$ cat config.mk
export PLATFORM = sky130hd
export DESIGN_NAME = ipa_seq_top
export DESIGN_NICKNAME = d
export VERILOG_FILES = /design/src/design/ipa_pkg.sv /design/src/design/ipa_sync.sv /design/src/design/ipa_seq_top.sv
export SDC_FILE = /design/constraint.sdc
export NUM_CORES = 1
export LEC_CHECK = 0
export BUFFER_PORTS_ARGS = -buffer_cell sky130_fd_sc_hd__buf_2
export CORE_ASPECT_RATIO = 1.4
export CORE_UTILIZATION = 50
export DETAILED_ROUTE_END_ITERATION = 12
export PLACE_DENSITY = 0.73
export SLEW_MARGIN = 20
export SYNTH_ARGS = -nofsm -noshare
export SYNTH_HDL_FRONTEND = slang
export SYNTH_SLANG_ARGS = --single-unit
$ cat constraint.sdc
create_clock -name sys_clk_i -period 1.98 [get_ports sys_clk_i]
set_clock_uncertainty 0.1 [all_clocks]
set_input_delay 0.198 -clock sys_clk_i [delete_from_list [all_inputs] [get_ports sys_clk_i]]
set_output_delay 0.198 -clock sys_clk_i [all_outputs]
set_load 0.02 [all_outputs]
$ cat src/design/ipa_pkg.sv
package ipa_pkg;

   // level select codes seen on the two address bits during acknowledge
   localparam logic [1:0] SEL_VIDEO  = 2'h3;
   localparam logic [1:0] SEL_LEVEL5 = 2'h2;
   localparam logic [1:0] SEL_TIMER  = 2'h1;

   // width of the pin synchroniser bank
   localparam int unsigned SYNC_W = 8;

   // all request, acknowledge and response lines idle high
   localparam logic LINE_IDLE = 1'b1;

   typedef enum logic [8:0] {
      ST_IDLE    = 9'h001,
      ST_TIM_ACK = 9'h002,
      ST_TIM_VPA = 9'h004,
      ST_VID_ACK = 9'h008,
      ST_VID_VPA = 9'h010,
      ST_SER_ACK = 9'h020,
      ST_SER_DTK = 9'h040,
      ST_PIF_ACK = 9'h080,
      ST_PIF_VPA = 9'h100
   } ipa_state_e;

   typedef struct packed {
      logic iack;
      logic level_sel_hi;
      logic level_sel_lo;
      logic data_strobe_n;
      logic video_req_n;
      logic serial_req_n;
      logic pif_req_n;
      logic timer_req_n;
   } ipa_pins_s;

   typedef struct packed {
      logic timer_ack_n;
      logic video_ack_n;
      logic serial_ack_n;
      logic pif_ack_n;
      logic vpa_n;
      logic dtack_n;
   } ipa_resp_s;

   localparam ipa_resp_s RESP_IDLE = '{default: LINE_IDLE};

endpackage : ipa_pkg

$ cat src/design/ipa_sync.sv
`timescale 1ns/100ps
module ipa_sync
   import ipa_pkg::*;
(
   input  wire logic              sys_clk_i,
   input  wire logic              rstn_i,
   input  wire logic [SYNC_W-1:0] async_i,
   output logic      [SYNC_W-1:0] sync_o
);

   logic [SYNC_W-1:0] stage1;

   // two flops per pin; stage1 feeds only stage two
   genvar b;
   generate
      for (b = 0; b < SYNC_W; b++) begin : g_bit
         always_ff @(posedge sys_clk_i or negedge rstn_i) begin
            if (!rstn_i) begin
               stage1[b] <= LINE_IDLE;
               sync_o[b] <= LINE_IDLE;
            end else begin
               stage1[b] <= async_i[b];
               sync_o[b] <= stage1[b];
            end
         end
      end
   endgenerate

endmodule : ipa_sync

$ cat src/design/ipa_seq_top.sv
`timescale 1ns/100ps
// Operation
// level-2 line low for video, serial, peripheral
// level-1 line low for video or lone timer
// video level 7, serial/peripheral 5, timer 2
// active-low request in, separate acknowledge out
// acknowledge cycle needs iack high, strobe low
// timer, peripheral, video answer with autovector
// serial answered with transfer acknowledge
// serial acknowledge first, transfer acknowledge after
// peripheral acknowledged only if serial idle
// hold acknowledge state while cycle persists
// video acknowledge marks its two states
// one registered output changes per step; both priority level lines can change in one step
// outputs registered, all high in idle
module ipa_seq_top
   import ipa_pkg::*;
(
   input  wire logic sys_clk_i,
   input  wire logic rstn_i,
   input  wire logic iack_i,
   input  wire logic level_sel_hi_i,
   input  wire logic level_sel_lo_i,
   input  wire logic data_strobe_n_i,
   input  wire logic video_req_n_i,
   input  wire logic serial_req_n_i,
   input  wire logic pif_req_n_i,
   input  wire logic timer_req_n_i,
   output logic      prio_level_bit1_n_o,
   output logic      prio_level_bit2_n_o,
   output logic      timer_ack_n_o,
   output logic      video_ack_n_o,
   output logic      serial_ack_n_o,
   output logic      pif_ack_n_o,
   output logic      vpa_n_o,
   output logic      dtack_n_o
);

   ipa_pins_s  pins;
   ipa_pins_s  sr;
   ipa_state_e state;
   ipa_state_e next_state;
   ipa_resp_s  resp;
   logic       cycle_on;
   logic       vid_cyc;
   logic       lvl5_cyc;
   logic       tim_cyc;
   logic [1:0] sel;

   // active-low request pins enter here
   assign pins = '{
      iack:          iack_i,
      level_sel_hi:  level_sel_hi_i,
      level_sel_lo:  level_sel_lo_i,
      data_strobe_n: data_strobe_n_i,
      video_req_n:   video_req_n_i,
      serial_req_n:  serial_req_n_i,
      pif_req_n:     pif_req_n_i,
      timer_req_n:   timer_req_n_i
   };

   ipa_sync u_sync (
      .sys_clk_i (sys_clk_i),
      .rstn_i    (rstn_i),
      .async_i   (pins),
      .sync_o    (sr)
   );

   // qualified acknowledge cycle and level decode
   assign cycle_on = sr.iack && !sr.data_strobe_n;
   assign sel      = {sr.level_sel_hi, sr.level_sel_lo};
   assign vid_cyc  = cycle_on && (sel == SEL_VIDEO);
   assign lvl5_cyc = cycle_on && (sel == SEL_LEVEL5);
   assign tim_cyc  = cycle_on && (sel == SEL_TIMER);

   // level-2 line covers video, serial, peripheral
   // video 7 (both low), level 5 (bit2), timer 2 (bit1)
   always_ff @(posedge sys_clk_i or negedge rstn_i) begin
      if (!rstn_i) begin
         prio_level_bit2_n_o <= LINE_IDLE;
      end else begin
         prio_level_bit2_n_o <= sr.video_req_n && sr.serial_req_n
                                && sr.pif_req_n;
      end
   end

   // level-1 line for video, or timer alone
   always_ff @(posedge sys_clk_i or negedge rstn_i) begin
      if (!rstn_i) begin
         prio_level_bit1_n_o <= LINE_IDLE;
      end else begin
         prio_level_bit1_n_o <= !(!sr.video_req_n
                                  || (!sr.timer_req_n && sr.serial_req_n
                                      && sr.pif_req_n));
      end
   end

   // every arc below moves at most one output line
   always_comb begin
      next_state = state;
      unique case (state)
         ST_IDLE: begin
            if (vid_cyc) begin
               next_state = ST_VID_ACK;
            end else if (tim_cyc) begin
               next_state = ST_TIM_ACK;
            // serial wins level 5 over peripheral
            end else if (lvl5_cyc && !sr.serial_req_n) begin
               next_state = ST_SER_ACK;
            end else if (lvl5_cyc && !sr.pif_req_n) begin
               next_state = ST_PIF_ACK;
            end
         end
         // hold while cycle persists, unwind one line per step
         ST_TIM_ACK: next_state = tim_cyc ? ST_TIM_VPA : ST_IDLE;
         ST_TIM_VPA: next_state = tim_cyc ? ST_TIM_VPA : ST_TIM_ACK;
         ST_VID_ACK: next_state = vid_cyc ? ST_VID_VPA : ST_IDLE;
         ST_VID_VPA: next_state = vid_cyc ? ST_VID_VPA : ST_VID_ACK;
         ST_SER_ACK: next_state = lvl5_cyc ? ST_SER_DTK : ST_IDLE;
         ST_SER_DTK: next_state = lvl5_cyc ? ST_SER_DTK : ST_SER_ACK;
         ST_PIF_ACK: next_state = lvl5_cyc ? ST_PIF_VPA : ST_IDLE;
         ST_PIF_VPA: next_state = lvl5_cyc ? ST_PIF_VPA : ST_PIF_ACK;
         default:    next_state = ST_IDLE;
      endcase
   end

   always_ff @(posedge sys_clk_i or negedge rstn_i) begin
      if (!rstn_i) begin
         state <= ST_IDLE;
      end else begin
         state <= next_state;
      end
   end

   function automatic ipa_resp_s resp_of(input ipa_state_e s);
      ipa_resp_s r;
      r = RESP_IDLE;
      // autovector after the acknowledge
      unique case (s)
         ST_TIM_ACK: r.timer_ack_n = 1'b0;
         ST_TIM_VPA: begin
            r.timer_ack_n = 1'b0;
            r.vpa_n       = 1'b0;
         end
         ST_VID_ACK: r.video_ack_n = 1'b0;
         ST_VID_VPA: begin
            r.video_ack_n = 1'b0;
            r.vpa_n       = 1'b0;
         end
         // serial acknowledge leads, vector wait
         ST_SER_ACK: r.serial_ack_n = 1'b0;
         // serial completes with transfer acknowledge
         ST_SER_DTK: begin
            r.serial_ack_n = 1'b0;
            r.dtack_n      = 1'b0;
         end
         ST_PIF_ACK: r.pif_ack_n = 1'b0;
         ST_PIF_VPA: begin
            r.pif_ack_n = 1'b0;
            r.vpa_n     = 1'b0;
         end
         default: r = RESP_IDLE;
      endcase
      return r;
   endfunction : resp_of

   // registered from next state, idle high
   // video acknowledge marks both its states, autovector tells them apart
   always_ff @(posedge sys_clk_i or negedge rstn_i) begin
      if (!rstn_i) begin
         resp <= RESP_IDLE;
      end else begin
         resp <= resp_of(next_state);
      end
   end

   assign timer_ack_n_o  = resp.timer_ack_n;
   assign video_ack_n_o  = resp.video_ack_n;
   assign serial_ack_n_o = resp.serial_ack_n;
   assign pif_ack_n_o    = resp.pif_ack_n;
   assign vpa_n_o        = resp.vpa_n;
   assign dtack_n_o      = resp.dtack_n;
endmodule : ipa_seq_top

# == Yosys cells after proc, flatten, opt, wreduce, memory -nomap -nowiden ==
# Index checks and enable logic that the tools add are counted.
# classes
eq_ne,20
n_reduce_logical,22
muxes,19
# op_table
operator,count
one-hot mux 9 bit (9 select lines),1
two-way mux 9 bit,6
equality test 9 x 2 -> 1 bit (second input constant),2
equality test 9 x 3 -> 1 bit (second input constant),2
equality test 9 x 4 -> 1 bit (second input constant),2
equality test 9 x 5 -> 1 bit (second input constant),2
equality test 9 x 6 -> 1 bit (second input constant),2
equality test 9 x 7 -> 1 bit (second input constant),2
equality test 9 x 8 -> 1 bit (second input constant),2
equality test 9 bit (second input constant),2
two-way mux 7 bit,2
logical AND 1 bit,10
two-way mux 5 bit,2
equality test 9 x 1 -> 1 bit (second input constant),1
OR reduction 2 bit,4
zero test 1 bit,6
two-way mux 1 bit,6
two-way mux 3 bit,2
equality test 2 bit (second input constant),2
OR reduction 3 bit,1
equality test 2 x 1 -> 1 bit (second input constant),1
logical OR 1 bit,1
# totals
regBits,33
out_inout_bits,8
inputBits,10

# == Depth between registers and ports, before layout ==
# logic_depth
depth_word,12
mapped_depth,6
ltp_nobuf,5

# == Modules after synthesis ==
# From an unflattened synthesis, not the netlist that was laid out.
# unflattened
cells_unflattened,122
area_unflattened_um2,1440.1
# modules_own_cells
mod,cells_each,area_per_inst_um2,instances
ipa_seq_top,106,1019.7,1
ipa_sync,16,420.4,1

# == Worst setup path before layout ==
# No wires, ideal clock.
# synth_path
kind,register to register
startpoint,reg state[1]
endpoint,"reg resp, in the netlist vpa_n_o"
synth_period_minus_slack_ps,1872
stages_incl_launch_ff,7
setup_ps,88
required_ps,1792
n_path_buf,1
setup_slack_ps,108
arrival_time_ps,1684
cell_sequence,dfrtp_1 buf_6 or4_4 nand2b_4 nor4b_4 o21a_2 nor3_2
# synth_via
word_cells_on_any_way,19
cone_classes,eq/ne (12); mux (6); reduce/logical (1)
# synth_rtl
element,line,rtl
start: declaration,ipa_seq_top.sv:41,ipa_state_e state;
start signal: assignment,ipa_seq_top.sv:131,state <= next_state;
"equality test 9 bit, or another cell as far along",ipa_seq_top.sv:101,unique case (state)
one-hot mux 9 bit (9 select lines) (*),ipa_seq_top.sv:101,
named net next_state[4],ipa_seq_top.sv:42,ipa_state_e next_state;
"equality test 9 x 3 -> 1 bit, or another cell as far along",ipa_seq_top.sv:139,unique case (s)
OR reduction 3 bit (no source line) (*),--,
two-way mux 1 bit (*),ipa_seq_top.sv:139,
end signal: assignment,ipa_seq_top.sv:173,resp <= resp_of(next_state);
end: declaration,ipa_seq_top.sv:43,ipa_resp_s resp;
# Mark *: on every way through the listed nets, which the timed path passes. The rest lies on a longest branch.

# == Final worst setup path ==
# layout_path
startpoint,reg state[0]
endpoint,"reg resp, in the netlist vpa_n_o"
# The elaborated chain is that of the path after synthesis.

==> summary.txt <==
Critical path
  – Worst Setup SP: state[0]
  – Worst setup path end: vpa_n_o
  – Worst EP required: about 2.1 ns
  – Critical setup path kind: reg -> reg
  – Worst reg2reg path depth: 5
  – Arr. time, crit path: ~2.0 ns
  – Worst Path Max Fanout: 11
  – Register-to-register setup slack: roughly 0.094 ns
  – Setup crit end kind: flip-flop
  – R2r endpoint: vpa_n_o
  – Worst reg2reg path startpoint: state[0]
  – CP Launch Type: flip-flop

Clocking
  – CTS Buffer Depth: 2
  – TritonCTS buffer count: 5
  – H-tree Lvls: 2
  – Post-CTS setup buffers: 0
  – Clock Latency Late Sink: 0.33 ns
  – Clock slew at reported path FFs: 0.09 ns
  – Root Driver: clkbuf_4
  – Clk sinks: 33
  – TritonCTS clock tree: built

Die
  – Die H: about 66 um
  – I/O pin total: 18
  – FP Rows: 22
  – Die X: 47.4 um
  – Core area: 0.00267 mm^2
  – Die ar.: 0.00310 mm^2
  – Initial Util: between 50 and 60%

STA
  – Setup TNS: 0 ns
  – Slew @ Worst Pin: 0.675 ns
  – Final cycle utilization of the critical path: 95.2%
  – Endpoints failing hold: 0
  – Slew HR: 55.0%
  – Final Max Slew Viols: 0
  – Minimum clock period: 1.89 ns
  – RSZ-0062 raised after global routing: false
  – Final setup violation count: 0
  – Fmax: ~530 MHz

GRT
  – Vias in the first global route: roughly 1.1k
  – Busiest metal layer after global routing: met2
  – First-pass GRT wire length: 4740 um
  – M2 GR Usage: 36.8%
  – Initial antenna violation count: 0
  – Met3 Usage GRT: 5.49%
  – Largest net degree at the start of global routing: 34
  – GR Util met1: 26.0%
  – GRT Total Usage: approximately 23%
  – GRT overflow: 0

Detailed routing
  – Avg Vias per Cell: around 5.6
  – Final wirelength: 2850 um
  – Drt drc: 0
  – Drt pass-1 iters: 4
  – Post-DRT Antenna Nets: 0
  – WL/cell: 14.5 um
  – Via count: 1093
  – 1st-iter DRT viols: between 40 and 50

Final layout
  – Fillers: 222
  – Most common cell after layout, fill and taps aside: dfstp_2
  – Layout cells sized above 1: 44.4%
  – Fin nets: 169
  – P&R area growth vs syn: 24.8%
  – Most frequent cells in the layout: 25 x dfstp_2, 17 x buf_2, 12 x buf_4
  – ANT cells: 0

Synthesis
  – Mux contribution to synthesized area: 0%
  – Top cell type by total area after synthesis: dfstp_2
  – Synth unique cells: 41
  – Synth Area in Simple Gates: 24.8%
  – Compound-gate portion of the synthesized area: 10.2%
  – Top cells by area, synth: dfstp_2 46%, dfrtp_1 14%, nor2_1 2.9%, nor3b_1 2.6%, nor4b_1 1.8%
  – Post-synthesis xor/xnor area fraction: 2.43%
  – Largest family of logic cells by synthesized area: simple AND/OR/NAND/NOR gates
  – Synth top area share: 45.6%
  – FFs w/ async S/R, synth: 100%
  – Synth Warn #: 0
  – Ys flop type: dfstp_2
  – Synth Area in Adders: 0%
  – Post-synth EDFFs: 0
  – Sequential fraction of the synthesis area: 59.5%
  – Post-Syn Instances: ~120
  – Mean post-synth cell area: 11.8 um^2
  – Mapped Nets: 132
  – Post-Synthesis Cell Area: ~0.0014 mm^2
  – Seq cells post-synth: 33

Power and ir drop
  – Worst-case vdd ir drop: 0.716 mV
  – Total power: 1.61 mW
  – Static leakage: slightly below 0.8 nW
  – P per Cell Area: 894 mW/mm^2

Placed design
  – Routability cong.: 0.832
  – IO buf count: 17
  – Estimated wirelength of the detail-placed design: 2030 um

Status
  – Status: finished clean

Run
  – Max_cap viols: 0

Worst hold path
  – HP Class: reg -> reg
-- flip-flops by register name, indices dropped and copies added (netlist names) --
register             count
state                    9
u_sync.stage1            8
u_sync.sync_o            8
dtack_n_o                1
pif_ack_n_o              1
prio_level_bit1_n_o      1
prio_level_bit2_n_o      1
serial_ack_n_o           1
timer_ack_n_o            1
video_ack_n_o            1
vpa_n_o                  1
-- cell families after synthesis --
| logic type | Yosys count |
|---|---|
| DFF | 33 |
| and+or+nand+nor | 55 |
| AOI/OAI and AO/OA | 21 |
| buffers and inverters | 9 |
| xor gates and xnor gates | 4 |
-- through the flow --
stage / worst slack [ns] / instance area (um^2) / cells / hold slack (ns) / utilization [%]
2_1_floorplan: 0.108 / 1440 / 122 / -0.198 / -
3_3_place_gp: 0.118 / 1620 / 179 / 0.159 / 60.6
3_5_place_dp: 0.100 / 1620 / 179 / 0.171 / 60.6
4_1_cts: 0.0663 / 1790 / 196 / 0.261 / 67.2
5_1_grt: 0.0201 / 1800 / 196 / 0.260 / 67.3
6_report: 0.0944 / 1800 / 196 / 0.259 / 67.3
-- worst max-delay path, stage by stage, from the launching register on --
cell and delay (ns):
dfstp_2 0.43, or4_4 0.56, nand2b_4 0.18, nor4b_4 0.29, o21a_2 0.20, nor3_2 0.04
-- routing by layer --
layer | part of all wire (%) | up-vias
li1 | - | 510
met1 | 38 | 526
met2 | 54 | 49
met3 | 4.7 | 8
met4 | 3.3 | 0
met5 | 0 | -
-- synthesized netlist by cell type (all sizes together), types with 2 or more instances --
library cell	number
dfstp	25
nor2	11
dfrtp	8
nand2	6
a21oi	5
nand2b	5
nor3	5
nor3b	5
nor4b	5
buf	4
clkbuf	4
o21ai	4
and3	3
nor2b	3
nor4	3
xnor2	3
a31o	2
nand3	2
nand3b	2
o21a	2
o311ai	2
-- worst min-delay path by stage --
stage | startpoint | endpoint | slack, ns | cells past startpoint
final | u_sync.stage1[4] | u_sync.sync_o[4] | 0.26 | 0
after global routing | u_sync.stage1[4] | u_sync.sync_o[4] | 0.26 | 0
after CTS | u_sync.stage1[1] | u_sync.sync_o[1] | 0.26 | 0
after detailed placement | rstn_i | state[8] | 0.17 | 1
after global placement | rstn_i | state[6] | 0.16 | 1
after floorplan | rstn_i | state[1] | -0.20 | 0
-- layout make-up --
| cell class | instances | area (um^2) | share of cell area [%] |
|---|---|---|---|
| Timing Repair Buffer | 38 | 265 | 14.8 |
| Sequential cell | 33 | 857 | 47.7 |
| Multi-Input combinational cell | 80 | 541 | 30.1 |
| Tap cell | 36 | 45.0 | 2.51 |
| Clock inverter | 1 | 30.0 | 1.67 |
| Clock buffer | 7 | 55.1 | 3.06 |
| Inverter | 1 | 3.75 | 0.209 |
-- report_power, final --
part	switching, mW	internal (mW)	total (mW)
clock network	0.205	0.301	0.506
logic	0.163	0.159	0.322
registers	0.0402	0.739	0.779
total	0.408	1.20	1.61
-- repair_timing --
| item | in CTS | in global routing |
|---|---|---|
| hold buffers | 9 | 0 |
| gates resized for setup | 0 | 2 |
| setup endpoints to repair | 0 | 3 |
| hold endpoints to repair | 16 | 0 |
(Power assumes the default switching activity.)
